### config.mk
export PLATFORM = sky130hd
export DESIGN_NAME = icfm_ctrl
export DESIGN_NICKNAME = d
export VERILOG_FILES = /design/src/icfm_pkg.sv /design/src/icfm_sync.sv /design/src/icfm_ctrl.sv
export SDC_FILE = /design/constraint.sdc
export NUM_CORES = 1
export LEC_CHECK = 0
export ABC_AREA = 1
export BUFFER_PORTS_ARGS = -buffer_cell sky130_fd_sc_hd__buf_4
export CAP_MARGIN = 20
export CORE_MARGIN = 2
export CORE_UTILIZATION = 30
export CTS_BUF_LIST = sky130_fd_sc_hd__clkbuf_16
export DETAILED_ROUTE_END_ITERATION = 8
export SKIP_CTS_REPAIR_TIMING = 1
export SLEW_MARGIN = 0
export SYNTH_ARGS = -nofsm -noshare
export SYNTH_HDL_FRONTEND = slang
export SYNTH_SLANG_ARGS = --single-unit
### constraint.sdc
create_clock -name i_clock -period 3.6 [get_ports i_clock]
set_input_delay 0 -clock i_clock [delete_from_list [all_inputs] [get_ports i_clock]]
set_output_delay 0 -clock i_clock [all_outputs]
set_load 0.01 [all_outputs]
### src/icfm_pkg.sv
package icfm_pkg;
  localparam int unsigned NUM_LINES = 16;
  localparam int unsigned VEC_W     = 6;
  localparam int unsigned PC_W      = 16;
  // status register zero: global mask bit position
  localparam int unsigned GLOBAL_MASK_POS = 9;
  // reset values
  localparam logic [15:0] PEND_RST   = 16'h0000;
  localparam logic [15:0] ENMASK_RST = 16'h0000;
  localparam logic        GMASK_RST  = 1'h1;
  localparam logic [15:0] PC_RST     = 16'h0000;
  // vector table layout: base plus two words per line
  localparam logic [15:0] VEC_BASE   = 16'h0002;
  localparam logic [15:0] NMI_VEC    = 16'h0024;
  localparam logic [15:0] SWI_VEC    = 16'h0026;
  localparam int unsigned VEC_SHIFT  = 1;

  typedef enum logic [1:0] {
    ICFM_IDLE  = 2'b00,
    ICFM_ACK   = 2'b01,
    ICFM_SERVE = 2'b10
  } icfm_state_t;

  // software write port toward the three registers
  typedef struct packed {
    logic        pend_wr;
    logic        mask_wr;
    logic        gmask_wr;
    logic        gmask_val;
    logic [15:0] data;
  } icfm_wr_t;

  // acknowledge record toward program fetch
  typedef struct packed {
    logic        ack;
    logic [15:0] vector_addr;
    logic [3:0]  line;
    logic        nmi;
  } icfm_ack_t;
endpackage

### src/icfm_sync.sv
`timescale 1ns/1ps
`default_nettype none
// two-stage synchroniser for asynchronous request pins
module icfm_sync #(
  parameter int unsigned W = 16
) (
  input  wire logic         i_clock,
  input  wire logic         i_sys_rst,
  input  wire logic [W-1:0] i_async,
  output logic      [W-1:0] o_sync
);
  logic [W-1:0] stage1;
  logic [W-1:0] next_stage1;
  logic [W-1:0] next_sync;

  always_comb begin
    next_stage1 = i_async;
    next_sync   = stage1;
  end

  always_ff @(posedge i_clock or posedge i_sys_rst) begin
    if (i_sys_rst) begin
      stage1 <= '0;
      o_sync <= '0;
    end else begin
      stage1 <= next_stage1;
      o_sync <= next_sync;
    end
  end
endmodule // icfm_sync
`default_nettype wire

### src/icfm_ctrl.sv
`timescale 1ns/1ps
`default_nettype none
module icfm_ctrl
  import icfm_pkg::*;
(
  // clock and reset
  input  wire logic                   i_clock,
  input  wire logic                   i_sys_rst,
  // request sources
  input  wire logic [15:0]            i_pin_req,
  input  wire logic [15:0]            i_periph_req,
  input  wire logic                   i_nmi_pin,
  input  wire logic                   i_swi_valid,
  input  wire logic [3:0]             i_swi_line,
  input  wire logic                   i_trap_valid,
  input  wire logic                   i_nmi_instr,
  // software register writes
  input  wire icfm_pkg::icfm_wr_t     i_wr,
  // core fetch interface
  input  wire logic                   i_core_ready,
  input  wire logic [15:0]            i_cur_pc,
  input  wire logic                   i_return,
  // register views
  output logic [15:0]                 o_pending_flag_register,
  output logic [15:0]                 o_interrupt_enable_mask_register,
  output logic                        o_global_mask_bit,
  // acknowledge and program counter control
  output icfm_pkg::icfm_ack_t         o_vector_fetch_ack,
  output logic                        o_pc_load,
  output logic [15:0]                 o_pc_value,
  output logic                        o_in_service
);
  import icfm_pkg::*;

  logic [15:0] pin_sync;
  logic        nmi_sync;
  logic        nmi_prev;
  logic [15:0] pin_prev;
  logic        next_nmi_prev;
  logic [15:0] next_pin_prev;

  icfm_sync #(.W(17)) u_sync (
    .i_clock  (i_clock),
    .i_sys_rst(i_sys_rst),
    .i_async  ({i_nmi_pin, i_pin_req}),
    .o_sync   ({nmi_sync, pin_sync})
  );

  // edge history of the synchronised pins; resets to the idle low level
  // so no false edge follows reset
  always_comb begin
    next_pin_prev = pin_sync;
    next_nmi_prev = nmi_sync;
  end

  always_ff @(posedge i_clock or posedge i_sys_rst) begin
    if (i_sys_rst) begin
      pin_prev <= 16'h0000;
      nmi_prev <= 1'b0;
    end else begin
      pin_prev <= next_pin_prev;
      nmi_prev <= next_nmi_prev;
    end
  end

  // lowest set bit wins, returns index
  function automatic logic [3:0] pick_line(input logic [15:0] v);
    logic [3:0] idx;
    idx = 4'h0;
    for (int i = NUM_LINES - 1; i >= 0; i--) begin
      if (v[i]) begin
        idx = 4'(i);
      end
    end
    return idx;
  endfunction

  function automatic logic [15:0] onehot(input logic [3:0] n);
    return 16'h0001 << n;
  endfunction

  icfm_state_t state;
  icfm_state_t next_state;
  logic [15:0] pend;
  logic [15:0] next_pend;
  logic [15:0] enmask;
  logic [15:0] next_enmask;
  logic        gmask;
  logic        next_gmask;
  logic        nmi_pend;
  logic        next_nmi_pend;
  logic [15:0] saved_pc;
  logic [15:0] next_saved_pc;
  icfm_ack_t   next_ack;
  logic        next_pc_load;
  logic [15:0] next_pc_value;
  logic [15:0] set_vec;
  logic [15:0] eligible;
  logic [15:0] clr_ack;
  logic [3:0]  sel;
  logic        nmi_evt;
  logic        next_in_service;

  always_comb begin
    // pin edges, peripheral levels and instructions all raise requests
    // request sources
    set_vec = (pin_sync & ~pin_prev) | i_periph_req;
    if (i_swi_valid) begin
      set_vec = set_vec | onehot(i_swi_line);
    end
    nmi_evt  = (nmi_sync & ~nmi_prev) | i_nmi_instr | i_trap_valid;
    eligible = pend & enmask & {NUM_LINES{~gmask}};
    sel      = pick_line(eligible);
    clr_ack  = 16'h0000;

    next_state    = state;
    next_gmask    = gmask;
    next_saved_pc = saved_pc;
    next_ack      = '0;
    next_pc_load  = 1'b0;
    next_pc_value = o_pc_value;
    next_nmi_pend = nmi_pend | nmi_evt;

    case (state)
      ICFM_IDLE: begin
        if (i_core_ready && nmi_pend) begin
          next_nmi_pend        = nmi_evt;
          next_ack.ack         = 1'b1;
          next_ack.nmi         = 1'b1;
          next_ack.vector_addr = NMI_VEC;
          next_state           = ICFM_ACK;
        end else if (i_core_ready && (eligible != 16'h0000)) begin
          clr_ack              = onehot(sel);
          next_ack.ack         = 1'b1;
          next_ack.line        = sel;
          next_ack.vector_addr = VEC_BASE + 16'({12'h000, sel} << VEC_SHIFT);
          next_gmask           = 1'b1;
          next_state           = ICFM_ACK;
        end
        if (next_ack.ack) begin
          next_saved_pc = i_cur_pc;
          next_pc_load  = 1'b1;
          next_pc_value = next_ack.vector_addr;
        end
      end
      ICFM_ACK: begin
        next_state = ICFM_SERVE;
      end
      ICFM_SERVE: begin
        if (i_return) begin
          next_pc_load  = 1'b1;
          next_pc_value = saved_pc;
          next_state    = ICFM_IDLE;
        end
      end
      default: begin
        next_state = ICFM_IDLE;
      end
    endcase

    if (i_wr.gmask_wr) begin
      next_gmask = i_wr.gmask_val;
    end
    next_enmask = i_wr.mask_wr ? i_wr.data : enmask;

    next_pend = pend & ~clr_ack;
    if (i_wr.pend_wr) begin
      next_pend = next_pend & ~i_wr.data;
    end
    next_pend = next_pend | set_vec;
    next_in_service = (next_state != ICFM_IDLE);
  end

  always_ff @(posedge i_clock or posedge i_sys_rst) begin
    if (i_sys_rst) begin
      state                            <= ICFM_IDLE;
      pend                             <= PEND_RST;
      enmask                           <= ENMASK_RST;
      gmask                            <= GMASK_RST;
      nmi_pend                         <= 1'b0;
      saved_pc                         <= PC_RST;
      o_vector_fetch_ack               <= '0;
      o_pc_load                        <= 1'b0;
      o_pc_value                       <= PC_RST;
      o_pending_flag_register          <= PEND_RST;
      o_interrupt_enable_mask_register <= ENMASK_RST;
      o_global_mask_bit                <= GMASK_RST;
      o_in_service                     <= 1'b0;
    end else begin
      state                            <= next_state;
      pend                             <= next_pend;
      enmask                           <= next_enmask;
      gmask                            <= next_gmask;
      nmi_pend                         <= next_nmi_pend;
      saved_pc                         <= next_saved_pc;
      o_vector_fetch_ack               <= next_ack;
      o_pc_load                        <= next_pc_load;
      o_pc_value                       <= next_pc_value;
      o_pending_flag_register          <= next_pend;
      o_interrupt_enable_mask_register <= next_enmask;
      o_global_mask_bit                <= next_gmask;
      o_in_service                     <= next_in_service;
    end
  end
endmodule // icfm_ctrl
`default_nettype wire

==> results.py, run 1 <==
metrics = {
    "outcome": {
        "status": "complete, but fails checks",
        "failed_checks": "hold timing",
    },
    "routing": {
        "drt-pass1-iter-count": 4,
        "wl_per_cell_um": 14.9,
        "vias_per_cell": 4.38,
        "postRouteAntennaNets": 0,
        "drt_iter0_drc": 234,
        "routed_wl_um": 14800,
        "route.vias.total": 4359,
        "route.detailed.drc": 0,
    },
    "sta": {
        "hold_viol": 7,
        "timing.final.ws_setup_ns": 0.467,
        "drv_slew": 0,
        "whs_ns": -0.0141,
        "setup_tns_ns": 0,
        "clock_skew_ns": 0.00825,
        "period_share": 0.870,
        "grt_setup_unrepaired": "no",
        "slew_headroom": 0.516,
        "setup_viol": 0,
        "tightest_slew_ns": 0.726,
        "clock.fmax_ghz": 0.319,
        "fin_crit_ns": 3.13,
    },
    "worst_setup_path": {
        "crit_chain": "inv_8, nand3_4, nand2_1, nand2_1, nand2_1, nand2_1, nand2_1, nand2_1, nand2_1, nand2_1, nand2_1, nand2_1, nand2_1, nand2_1, nand2_1, inv_1, ha_1, ha_1, inv_1, o21ai_0, o211ai_1, dlygate4sd3_1",
        "endpoint_kind": "register",
        "start_kind": "register",
        "crit_path_max_incr_delay_ns": 0.66,
        "critical_path_arrival_ns": 3.43,
        "crit_top_cell": "nand2_1",
        "crit_type": "reg -> reg",
        "critical_path.max_fanout": 10,
        "crit_slowest_cell": "dfstp_2",
        "required_ns": 3.90,
    },
    "synth": {
        "ys_ff_latch": 132,
        "synth_xor_area_frac": 0,
        "netlist_top_cells_area": "dfrtp_1, nand2_1, inv_1",
        "synthMuxAreaShare": 0.00211,
        "ys.flop_type": "dfrtp_1",
        "synth.most_common_cell": "dfrtp_1",
        "syn_area_um2": 5330,
        "synth_common_cells": "dfrtp_1, nand2_1, inv_1",
        "synth_cell_type_count": 41,
        "synthSimpleGateAreaFrac": 0.163,
        "synth.largest_area_cell": "dfrtp_1",
        "synth_edf_count": 0,
        "ys_seq_area_frac": 0.620,
        "yosysWarnings": 0,
        "synth_top_area_frac": 0.615,
        "synth_top_family_by_area": "simple AND/OR/NAND/NOR gates",
        "ys_async_sr_fraction": 1.00,
        "synthCells": 525,
        "synth_compound_area_frac": 0.121,
        "synthAdderAreaFrac": 0.0141,
        "syn_area_per_cell_um2": 10.2,
    },
    "hold_path": {
        "min_path_type": "in -> reg",
    },
    "floorplan": {
        "rows": 48,
        "core-area_um2": 17400,
        "die_area_um2": 18900,
        "initial_utilization": 0.307,
        "io_pins": 153,
        "die_w_um": 137,
        "die_h_um": 137,
    },
    "power_and_ir_drop": {
        "leakagePower_uw": 0.00388,
        "ir_drop_v": 0.000331,
        "powerDensity_nw_per_um2": 601,
        "power_uw": 4770,
    },
    "placed_design": {
        "detailed_place_hpwl_um": 10700,
        "port_buffers": 141,
        "preCtsSetupSlack_ns": 0.900,
        "gp_congestion": 0.865,
    },
    "grt": {
        "grtUsageTotal": 0.154,
        "grt_max_degree": 74,
        "antenna_found_initial": 1,
        "grt_pass1_vias": 4023,
        "grt_pass1_wl_um": 21500,
        "grt.overflow.total": 0,
    },
    "clock_network": {
        "cts_max_path_buffers": 2,
        "cts_made_buffers": 17,
        "cts_tree": "yes",
        "cts_max_level": 4,
        "clk_latency_ns": 0.41,
        "cts_root_buffer": "clkbuf_16",
        "clk_pin_slew_worst_paths_ns": 0.06,
        "clkSinkCount": 132,
    },
    "finish": {
        "post_route_cells_drive_above_1_share": 0.272,
        "nets": 842,
        "syn_to_final_growth_pct": 48.8,
        "n_fill_cell": 1611,
    },
    "flow_run": {
        "cap_violations": 0,
    },
}
-- logic make-up (layout without fill, tap and decap cells) --
kind of cell	count (synthesis)	after routing
simple gates	192	192
flops	132	132
compound gates	101	101
buf+inv	92	326
fa+ha+maj	6	6
other cells	1	12
mux	1	1
-- critical path, delay by kind of cell, from the launching register on --
family          cells  cell delay (ns)
simple gates       14             0.82
fa+ha+maj           2             0.39
compound gates      2             0.30
buf+inv             4             0.85
flops               1             0.66
-- layer usage --
| layer | GRT usage | up-vias | part of all wire |
|---|---|---|---|
| met5 | 0 | - | 0 |
| met4 | 0.0619 | 0 | 0.027 |
| met3 | 0.0511 | 29 | 0.054 |
| met2 | 0.255 | 118 | 0.51 |
| met1 | 0.185 | 2064 | 0.41 |
| li1 | - | 2148 | - |
-- metrics by stage --
step / cells / hold slack, ns / util / area, um^2
6_report: 995 / -0.0141 / 0.457 / 7940
5_1_grt: 995 / 0.00321 / 0.457 / 7940
4_1_cts: 913 / -0.332 / 0.410 / 7120
3_5_place_dp: 881 / 0.111 / 0.380 / 6590
3_3_place_gp: 881 / 0.110 / 0.380 / 6590
2_1_floorplan: 535 / 0.0314 / - / 5370
-- placed cells by master, fill, tap and decap left out, types with 2 or more instances in the layout --
| master | Yosys | final |
|---|---|---|
| nor3_1 | 13 | 13 |
| o21ai_2 | 5 | 5 |
| inv_2 | 5 | 5 |
| clkinvlp_4 | 0 | 3 |
| nor2_1 | 30 | 30 |
| a31oi_1 | 3 | 3 |
| nor2_4 | 2 | 2 |
| inv_6 | 0 | 4 |
| inv_1 | 61 | 62 |
| clkinv_4 | 0 | 2 |
| inv_4 | 1 | 2 |
| dfrtp_1 | 131 | 131 |
| clkinv_1 | 1 | 2 |
| o31ai_1 | 4 | 4 |
| conb_1 | 1 | 11 |
| nand2_2 | 5 | 5 |
| ha_1 | 6 | 6 |
| o21ai_0 | 21 | 21 |
| clkbuf_16 | 0 | 17 |
| nor2_2 | 2 | 2 |
| or2_2 | 2 | 2 |
| nand2_1 | 121 | 121 |
| clkinv_2 | 1 | 3 |
| o221ai_1 | 9 | 9 |
| nand3_4 | 4 | 4 |
| o211ai_1 | 17 | 17 |
| dlygate4sd3_1 | 0 | 81 |
| nand3_1 | 8 | 8 |
| inv_8 | 1 | 2 |
| nand3_2 | 4 | 4 |
| a21oi_1 | 34 | 34 |
| o21ai_1 | 3 | 3 |
| buf_4 | 11 | 142 |
-- final cells by class --
type / count / area, um^2 / share of cell area
Clock inverter: 15 / 108 / 0.0136
Clock buffer: 17 / 425 / 0.0536
Multi-Input combinational cell: 311 / 1640 / 0.207
Sequential cell: 132 / 3300 / 0.416
Inverter: 70 / 277 / 0.0348
Tap cell: 225 / 282 / 0.0355
Timing Repair Buffer: 224 / 1900 / 0.239
Antenna cell: 1 / 2.50 / 0.000315
-- sequential cells by signal, summed over array words and instances, names as in the netlist --
signal,cells
pend,16
u_sync.o_sync,17
saved_pc,16
o_pc_value,16
nmi_pend,1
pin_prev,16
o_vector_fetch_ack,11
nmi_prev,1
gmask,1
state,2
u_sync.next_sync,17
o_pc_load,1
o_in_service,1
enmask,16
-- where the power goes --
group | switching (uW) | internal (uW)
clock network | 670 | 883
logic | 772 | 538
registers | 151 | 1760
total | 1590 | 3180
-- worst paths after layout --
path	startpoint	cells past startpoint	to	slack (ns)
worst max-delay path	gmask	22	pend[7]	0.47
worst min-delay path	i_wr[18]	3	enmask[7]	-0.01
worst max register to register	gmask	22	pend[7]	0.47
worst min register to register	u_sync.next_sync[0]	0	u_sync.o_sync[0]	0.35
max in group asynchronous	i_sys_rst	4	gmask	2.47
min in group asynchronous	i_sys_rst	3	saved_pc[8]	0.27
No activity file was read; power rests on OpenSTA's default activity.
==> run 2: changes to the inputs <==
--- a/config.mk
+++ b/config.mk
@@ -5,7 +5,6 @@
 export SDC_FILE = /design/constraint.sdc
 export NUM_CORES = 1
 export LEC_CHECK = 0
-export ABC_AREA = 1
 export BUFFER_PORTS_ARGS = -buffer_cell sky130_fd_sc_hd__buf_4
 export CAP_MARGIN = 20
 export CORE_MARGIN = 2
==> run 2 against run 1 <==
  * The flow now finishes without violations
  * Fmax shrank 6.5%
  * Highest routed layer unchanged
  * Critical path type unchanged
  * Clock-buffer cell count did not move
  * Global-route usage hardly changed
  * Flip-flop and latch count unchanged
  * Sequential power up 3%
  * First-iteration DRC count decreased by 20%
  * Clock power is 5% higher
  * Critical path depth decreased by 15
  * Setup slack got worse by 0.22 ns
  * Final cell count down 8.9%
  * Core utilization decreased by 1.2 points
  * Register-to-register slack lost 0.22 ns
==> results.py, run 2 <==
metrics = {
    "floorplan": {
        "core-area_um2": 17900,
        "die_area_um2": 19200,
        "initial_utilization": 0.304,
        "die_w_um": 139,
        "rows": 49,
        "die_h_um": 139,
        "io_pins": 153,
    },
    "grt": {
        "antenna_found_initial": 0,
        "grt.overflow.total": 0,
        "grt_max_degree": 109,
        "grt_pass1_wl_um": 22700,
        "grt_pass1_vias": 4036,
        "grtUsageTotal": 0.154,
    },
    "placed_design": {
        "detailed_place_hpwl_um": 10700,
        "dp_cells": 802,
        "postPlaceCellArea_um2": 6690,
        "gp_congestion": 0.789,
        "port_buffers": 141,
    },
    "synth": {
        "synth_edf_count": 0,
        "synth.most_common_cell": "dfrtp_1",
        "ys.flop_type": "dfrtp_1",
        "syn_area_um2": 5440,
        "synthMuxAreaShare": 0.0663,
        "synth_top_family_by_area": "simple AND/OR/NAND/NOR gates",
        "synth.largest_area_cell": "dfrtp_1",
        "netlist_top_cells_area": "dfrtp_1, mux2_2, nand2_1",
        "synthAdderAreaFrac": 0.0138,
        "synth_cell_type_count": 56,
        "ys_seq_area_frac": 0.608,
        "synth_top_area_frac": 0.603,
        "synth_common_cells": "dfrtp_1, nand2_1, mux2_2",
        "synth_compound_area_frac": 0.120,
        "synthCells": 442,
        "syn_area_per_cell_um2": 12.3,
        "synth_xor_area_frac": 0,
        "ys_async_sr_fraction": 1.00,
        "synthSimpleGateAreaFrac": 0.147,
        "ys_ff_latch": 132,
        "yosysWarnings": 0,
    },
    "clock_network": {
        "cts_tree": "yes",
        "cts_max_path_buffers": 2,
        "clkSinkCount": 132,
        "cts_root_buffer": "clkbuf_16",
        "clk_latency_ns": 0.42,
        "cts_max_level": 4,
        "cts_made_buffers": 17,
        "clk_pin_slew_worst_paths_ns": 0.06,
    },
    "worst_setup_path": {
        "crit_type": "reg -> reg",
        "critPathTopFamily": "compound AO/OA/AOI/OAI gates",
        "crit_chain": "a31oi_1, o41ai_4, a211o_1, inv_4, nand2_2, a21oi_1, dlygate4sd3_1",
        "required_ns": 3.95,
        "critical_path.max_fanout": 18,
        "crit_start": "gmask",
        "worst-path-buf-inv": 2,
        "r2r_end": "gmask",
        "crit_slowest_cell": "dfstp_2",
        "critical_path_arrival_ns": 3.70,
        "crit_path_max_incr_delay_ns": 0.75,
        "start_kind": "register",
        "r2r_cells": 7,
        "timing.rr.start": "gmask",
        "endpoint_kind": "register",
        "reg2reg_setup_slack_ns": 0.25,
    },
    "hold_path": {
        "whs_endpoint": "pend[5]",
        "min-delay-start": "i_swi_line[2]",
        "min_path_type": "in -> reg",
        "min_path_cells": 3,
    },
    "flow_run": {
        "cap_violations": 0,
    },
    "routing": {
        "route.detailed.drc": 0,
        "vias_per_cell": 4.53,
        "drt_iter0_drc": 188,
        "route.vias.total": 4108,
        "drt-pass1-iter-count": 4,
        "postRouteAntennaNets": 0,
        "routed_wl_um": 14800,
        "wl_per_cell_um": 16.4,
    },
    "sta": {
        "setup_viol": 0,
        "drv_slew": 0,
        "grt_setup_unrepaired": "no",
        "clock.fmax_ghz": 0.299,
        "hold_viol": 0,
        "period_share": 0.930,
        "tightest_slew_ns": 0.955,
        "setup_tns_ns": 0,
        "clock_skew_ns": 0.00919,
        "fin_crit_ns": 3.35,
        "slew_headroom": 0.363,
    },
    "finish": {
        "layoutNonFillerInstCount": 906,
        "syn_to_final_growth_pct": 46.6,
        "seq_area_um2": 3300,
        "n_fill_cell": 1650,
        "post_route_cells_drive_above_1_share": 0.372,
        "num_antenna_cells": 0,
        "multiInputGateArea_um2": 1930,
        "final_cell_mix": "buf_4, dfrtp_1, dlygate4sd3_1, nand2_1, mux2_2",
        "final_cell_area_um2": 7970,
        "final_common_cell": "buf_4",
        "nets": 751,
        "fin_util": 0.445,
    },
    "power_and_ir_drop": {
        "powerDensity_nw_per_um2": 600,
        "ir_drop_v": 0.000279,
        "leakagePower_uw": 0.00368,
    },
    "outcome": {
        "status": "finished clean",
    },
}
==> run 2: layer usage <==
metal	vias up	share of wire	global-route usage
li1	1970	-	-
met1	2003	0.44	0.197
met2	111	0.50	0.247
met3	24	0.039	0.0387
met4	0	0.024	0.0707
met5	-	0	0
==> run 2: stage by stage <==
stage | setup slack [ns] | power [uW] | hold WS (ns)
6_report | 0.251 | 4780 | 0.00953
5_1_grt | 0.0551 | 5050 | 0.00581
4_1_cts | 0.686 | 4770 | -0.339
3_5_place_dp | 0.727 | 3120 | 0.110
3_3_place_gp | 0.834 | 3070 | 0.110
2_1_floorplan | 0.0756 | 2650 | 0.0314
==> run 2: area by class of cell <==
class                           instances  area share
Inverter                               20      0.0104
Multi-Input combinational cell        277       0.242
Tap cell                              229      0.0359
Timing Repair Buffer                  217       0.227
Clock buffer                           17      0.0534
Clock inverter                         14      0.0162
Sequential cell                       132       0.415
==> run 2: kinds of logic (layout without fill, tap and decap cells) <==
kind of cell             after synthesis  in the layout
AO/OA/AOI/OAI                         81             81
adder cells (fa/ha/maj)                6              6
buffers and inverters                 43            268
flip-flops                           132            132
multiplexers                          32             32
other                                  1             11
AND/OR/NAND/NOR                      147            147
==> run 2: power breakdown <==
group / leakage [uW] / internal (uW) / switching (uW) / total [uW]
Sequential: 0.00155 / 1770 / 194 / 1960
Combinational: 0.00186 / 582 / 610 / 1190
Clock: 0.000267 / 952 / 678 / 1630
Total: 0.00368 / 3300 / 1480 / 4780
==> run 2: worst max path at each step <==
stage	to	slack, ns	cells after the start
6_report	gmask	0.25	7
5_1_grt	gmask	0.06	7
4_1_cts	saved_pc[11]	0.69	5
3_5_place_dp	saved_pc[12]	0.73	5
3_3_place_gp	saved_pc[7]	0.83	5
2_1_floorplan	enmask[0]	0.08	1
==> run 2: worst reg2reg max path, stage by stage (launching register included) <==
cell           delay [ns]
dfstp_2              0.75
a31oi_1              0.18
o41ai_4              0.68
a211o_1              0.62
inv_4                0.23
nand2_2              0.18
a21oi_1              0.08
dlygate4sd3_1        0.56
==> run 3: changes to the inputs <==
--- a/config.mk
+++ b/config.mk
@@ -5,12 +5,13 @@
 export SDC_FILE = /design/constraint.sdc
 export NUM_CORES = 1
 export LEC_CHECK = 0
-export BUFFER_PORTS_ARGS = -buffer_cell sky130_fd_sc_hd__buf_4
 export CAP_MARGIN = 20
 export CORE_MARGIN = 2
-export CORE_UTILIZATION = 30
+export CORE_UTILIZATION = 55
 export CTS_BUF_LIST = sky130_fd_sc_hd__clkbuf_16
 export DETAILED_ROUTE_END_ITERATION = 8
+export DONT_BUFFER_PORTS = 1
+export PLACE_DENSITY = 0.73
 export SKIP_CTS_REPAIR_TIMING = 1
 export SLEW_MARGIN = 0
 export SYNTH_ARGS = -nofsm -noshare
==> run 3 against run 2 <==
  * The run now ends with hold timing left
  * Critical endpoint is now pend[10]
  * Flip-flop and latch count is the same
  * Largest power group unchanged
  * Hold slack lost 0.012 ns
  * Critical path depth grew 3
  * Largest cell class unchanged
==> results.py, run 3 (synthesized netlist as in run 2, its figures left out) <==
metrics = {
    "sta": {
        "clock.fmax_ghz": 0.294,
        "grt_setup_unrepaired": "no",
        "whs_ns": -0.00202,
        "fin_crit_ns": 3.40,
        "tightest_slew_ns": 0.890,
        "clock_skew_ns": 0.00730,
        "slew_headroom": 0.407,
        "period_share": 0.944,
        "setup_tns_ns": 0,
        "setup_viol": 0,
        "drv_slew": 0,
        "hold_viol": 2,
    },
    "worst_setup_path": {
        "start_kind": "register",
        "crit_type": "reg -> reg",
        "endpoint_kind": "register",
        "critical_path.max_fanout": 4,
        "critical_path_arrival_ns": 3.68,
        "required_ns": 3.89,
        "r2r_cells": 10,
    },
    "clock_network": {
        "cts_max_level": 4,
        "cts_tree": "yes",
        "cts_max_path_buffers": 2,
        "cts_made_buffers": 17,
        "clk_pin_slew_worst_paths_ns": 0.06,
        "cts_root_buffer": "clkbuf_16",
        "clk_latency_ns": 0.40,
        "clkSinkCount": 132,
    },
    "routing": {
        "route.detailed.drc": 0,
        "drt_iter0_drc": 252,
        "route.vias.total": 3979,
        "postRouteAntennaNets": 0,
        "wl_per_cell_um": 20.6,
        "drt-pass1-iter-count": 6,
        "vias_per_cell": 5.75,
        "routed_wl_um": 14300,
    },
    "placed_design": {
        "detailed_place_hpwl_um": 8620,
        "port_buffers": 0,
        "gp_congestion": 0.870,
    },
    "power_and_ir_drop": {
        "leakagePower_uw": 0.00310,
        "power_uw": 4700,
        "ir_drop_v": 0.000402,
        "powerDensity_nw_per_um2": 665,
    },
    "flow_run": {
        "cap_violations": 0,
    },
    "floorplan": {
        "die_w_um": 103,
        "core-area_um2": 9680,
        "io_pins": 153,
        "die_h_um": 103,
        "initial_utilization": 0.562,
        "die_area_um2": 10700,
        "rows": 36,
    },
    "finish": {
        "post_route_cells_drive_above_1_share": 0.199,
        "syn_to_final_growth_pct": 30.0,
        "num_antenna_cells": 0,
        "seq_area_um2": 3300,
        "final_common_cell": "dfrtp_1",
        "multiInputGateArea_um2": 1930,
        "final_cell_mix": "dfrtp_1, dlygate4sd3_1, nand2_1, mux2_2, a21oi_1",
        "n_fill_cell": 650,
        "nets": 632,
    },
    "grt": {
        "antenna_found_initial": 0,
        "grt.overflow.total": 0,
        "grtUsageTotal": 0.240,
        "grt_max_degree": 103,
        "grt_pass1_vias": 3568,
        "grt_pass1_wl_um": 18700,
    },
    "hold_path": {
        "min_path_cells": 3,
        "min_path_type": "in -> reg",
    },
    "outcome": {
        "failed_checks": "hold timing",
        "status": "complete, but fails checks",
    },
}
run 3: cell type report:
cell class              instances  share of cell area
inverters                      20              0.0117
well taps                     133              0.0235
repair buffers                 98               0.137
multi-input cells             277               0.273
clock inverters                15              0.0269
flip-flops and latches        132               0.467
clock buffers                  17              0.0602
run 3: report_power, final:
| group | internal [uW] | switching, uW | total [uW] |
|---|---|---|---|
| sequential | 1770 | 293 | 2060 |
| combinational | 393 | 459 | 852 |
| clock | 1150 | 636 | 1790 |
run 3: worst max-delay path, cell delays in order (launching register included):
cell and delay [ns]:
dfrtp_1 0.46, a22oi_2 0.38, nor4b_1 0.38, nor3_1 0.09
nor2_1 0.22, o22ai_1 0.22, inv_1 0.14, ha_1 0.30
a21oi_1 0.11, or4_1 0.40, dlygate4sd3_1 0.57
run 3: stage by stage:
step / util / std cells / setup slack, ns / cell area [um^2] / hold slack (ns)
2_1_floorplan: - / 452 / 0.0756 / 5480 / 0.0314
3_3_place_gp: 0.570 / 566 / 0.540 / 5520 / 0.0315
4_1_cts: 0.633 / 598 / 0.463 / 6130 / -0.398
5_1_grt: 0.730 / 692 / 0.00971 / 7070 / 0.000868
6_report: 0.730 / 692 / 0.203 / 7070 / -0.00202
3_5_place_dp: 0.570 / 566 / 0.511 / 5520 / 0.0315
run 3: final timing paths:
kind / startpoint / slack (ns) / end
max in group asynchronous: i_sys_rst / 2.38 / pend[6]
worst min-delay path: i_swi_line[0] / -0.002 / pend[0]
worst max register to register: pend[12] / 0.20 / pend[10]
worst max-delay path: pend[12] / 0.20 / pend[10]
min in group asynchronous: i_sys_rst / 0.31 / u_sync.next_sync[4]
worst min register to register: u_sync.next_sync[15] / 0.35 / u_sync.o_sync[15]
run 3: layer usage:
layer / share of wire / global-route usage / vias to the layer above
met5: 0 / 0 / -
met4: 0.035 / 0.0982 / 0
met3: 0.078 / 0.0880 / 46
met2: 0.51 / 0.365 / 219
met1: 0.38 / 0.313 / 1973
li1: - / - / 1741
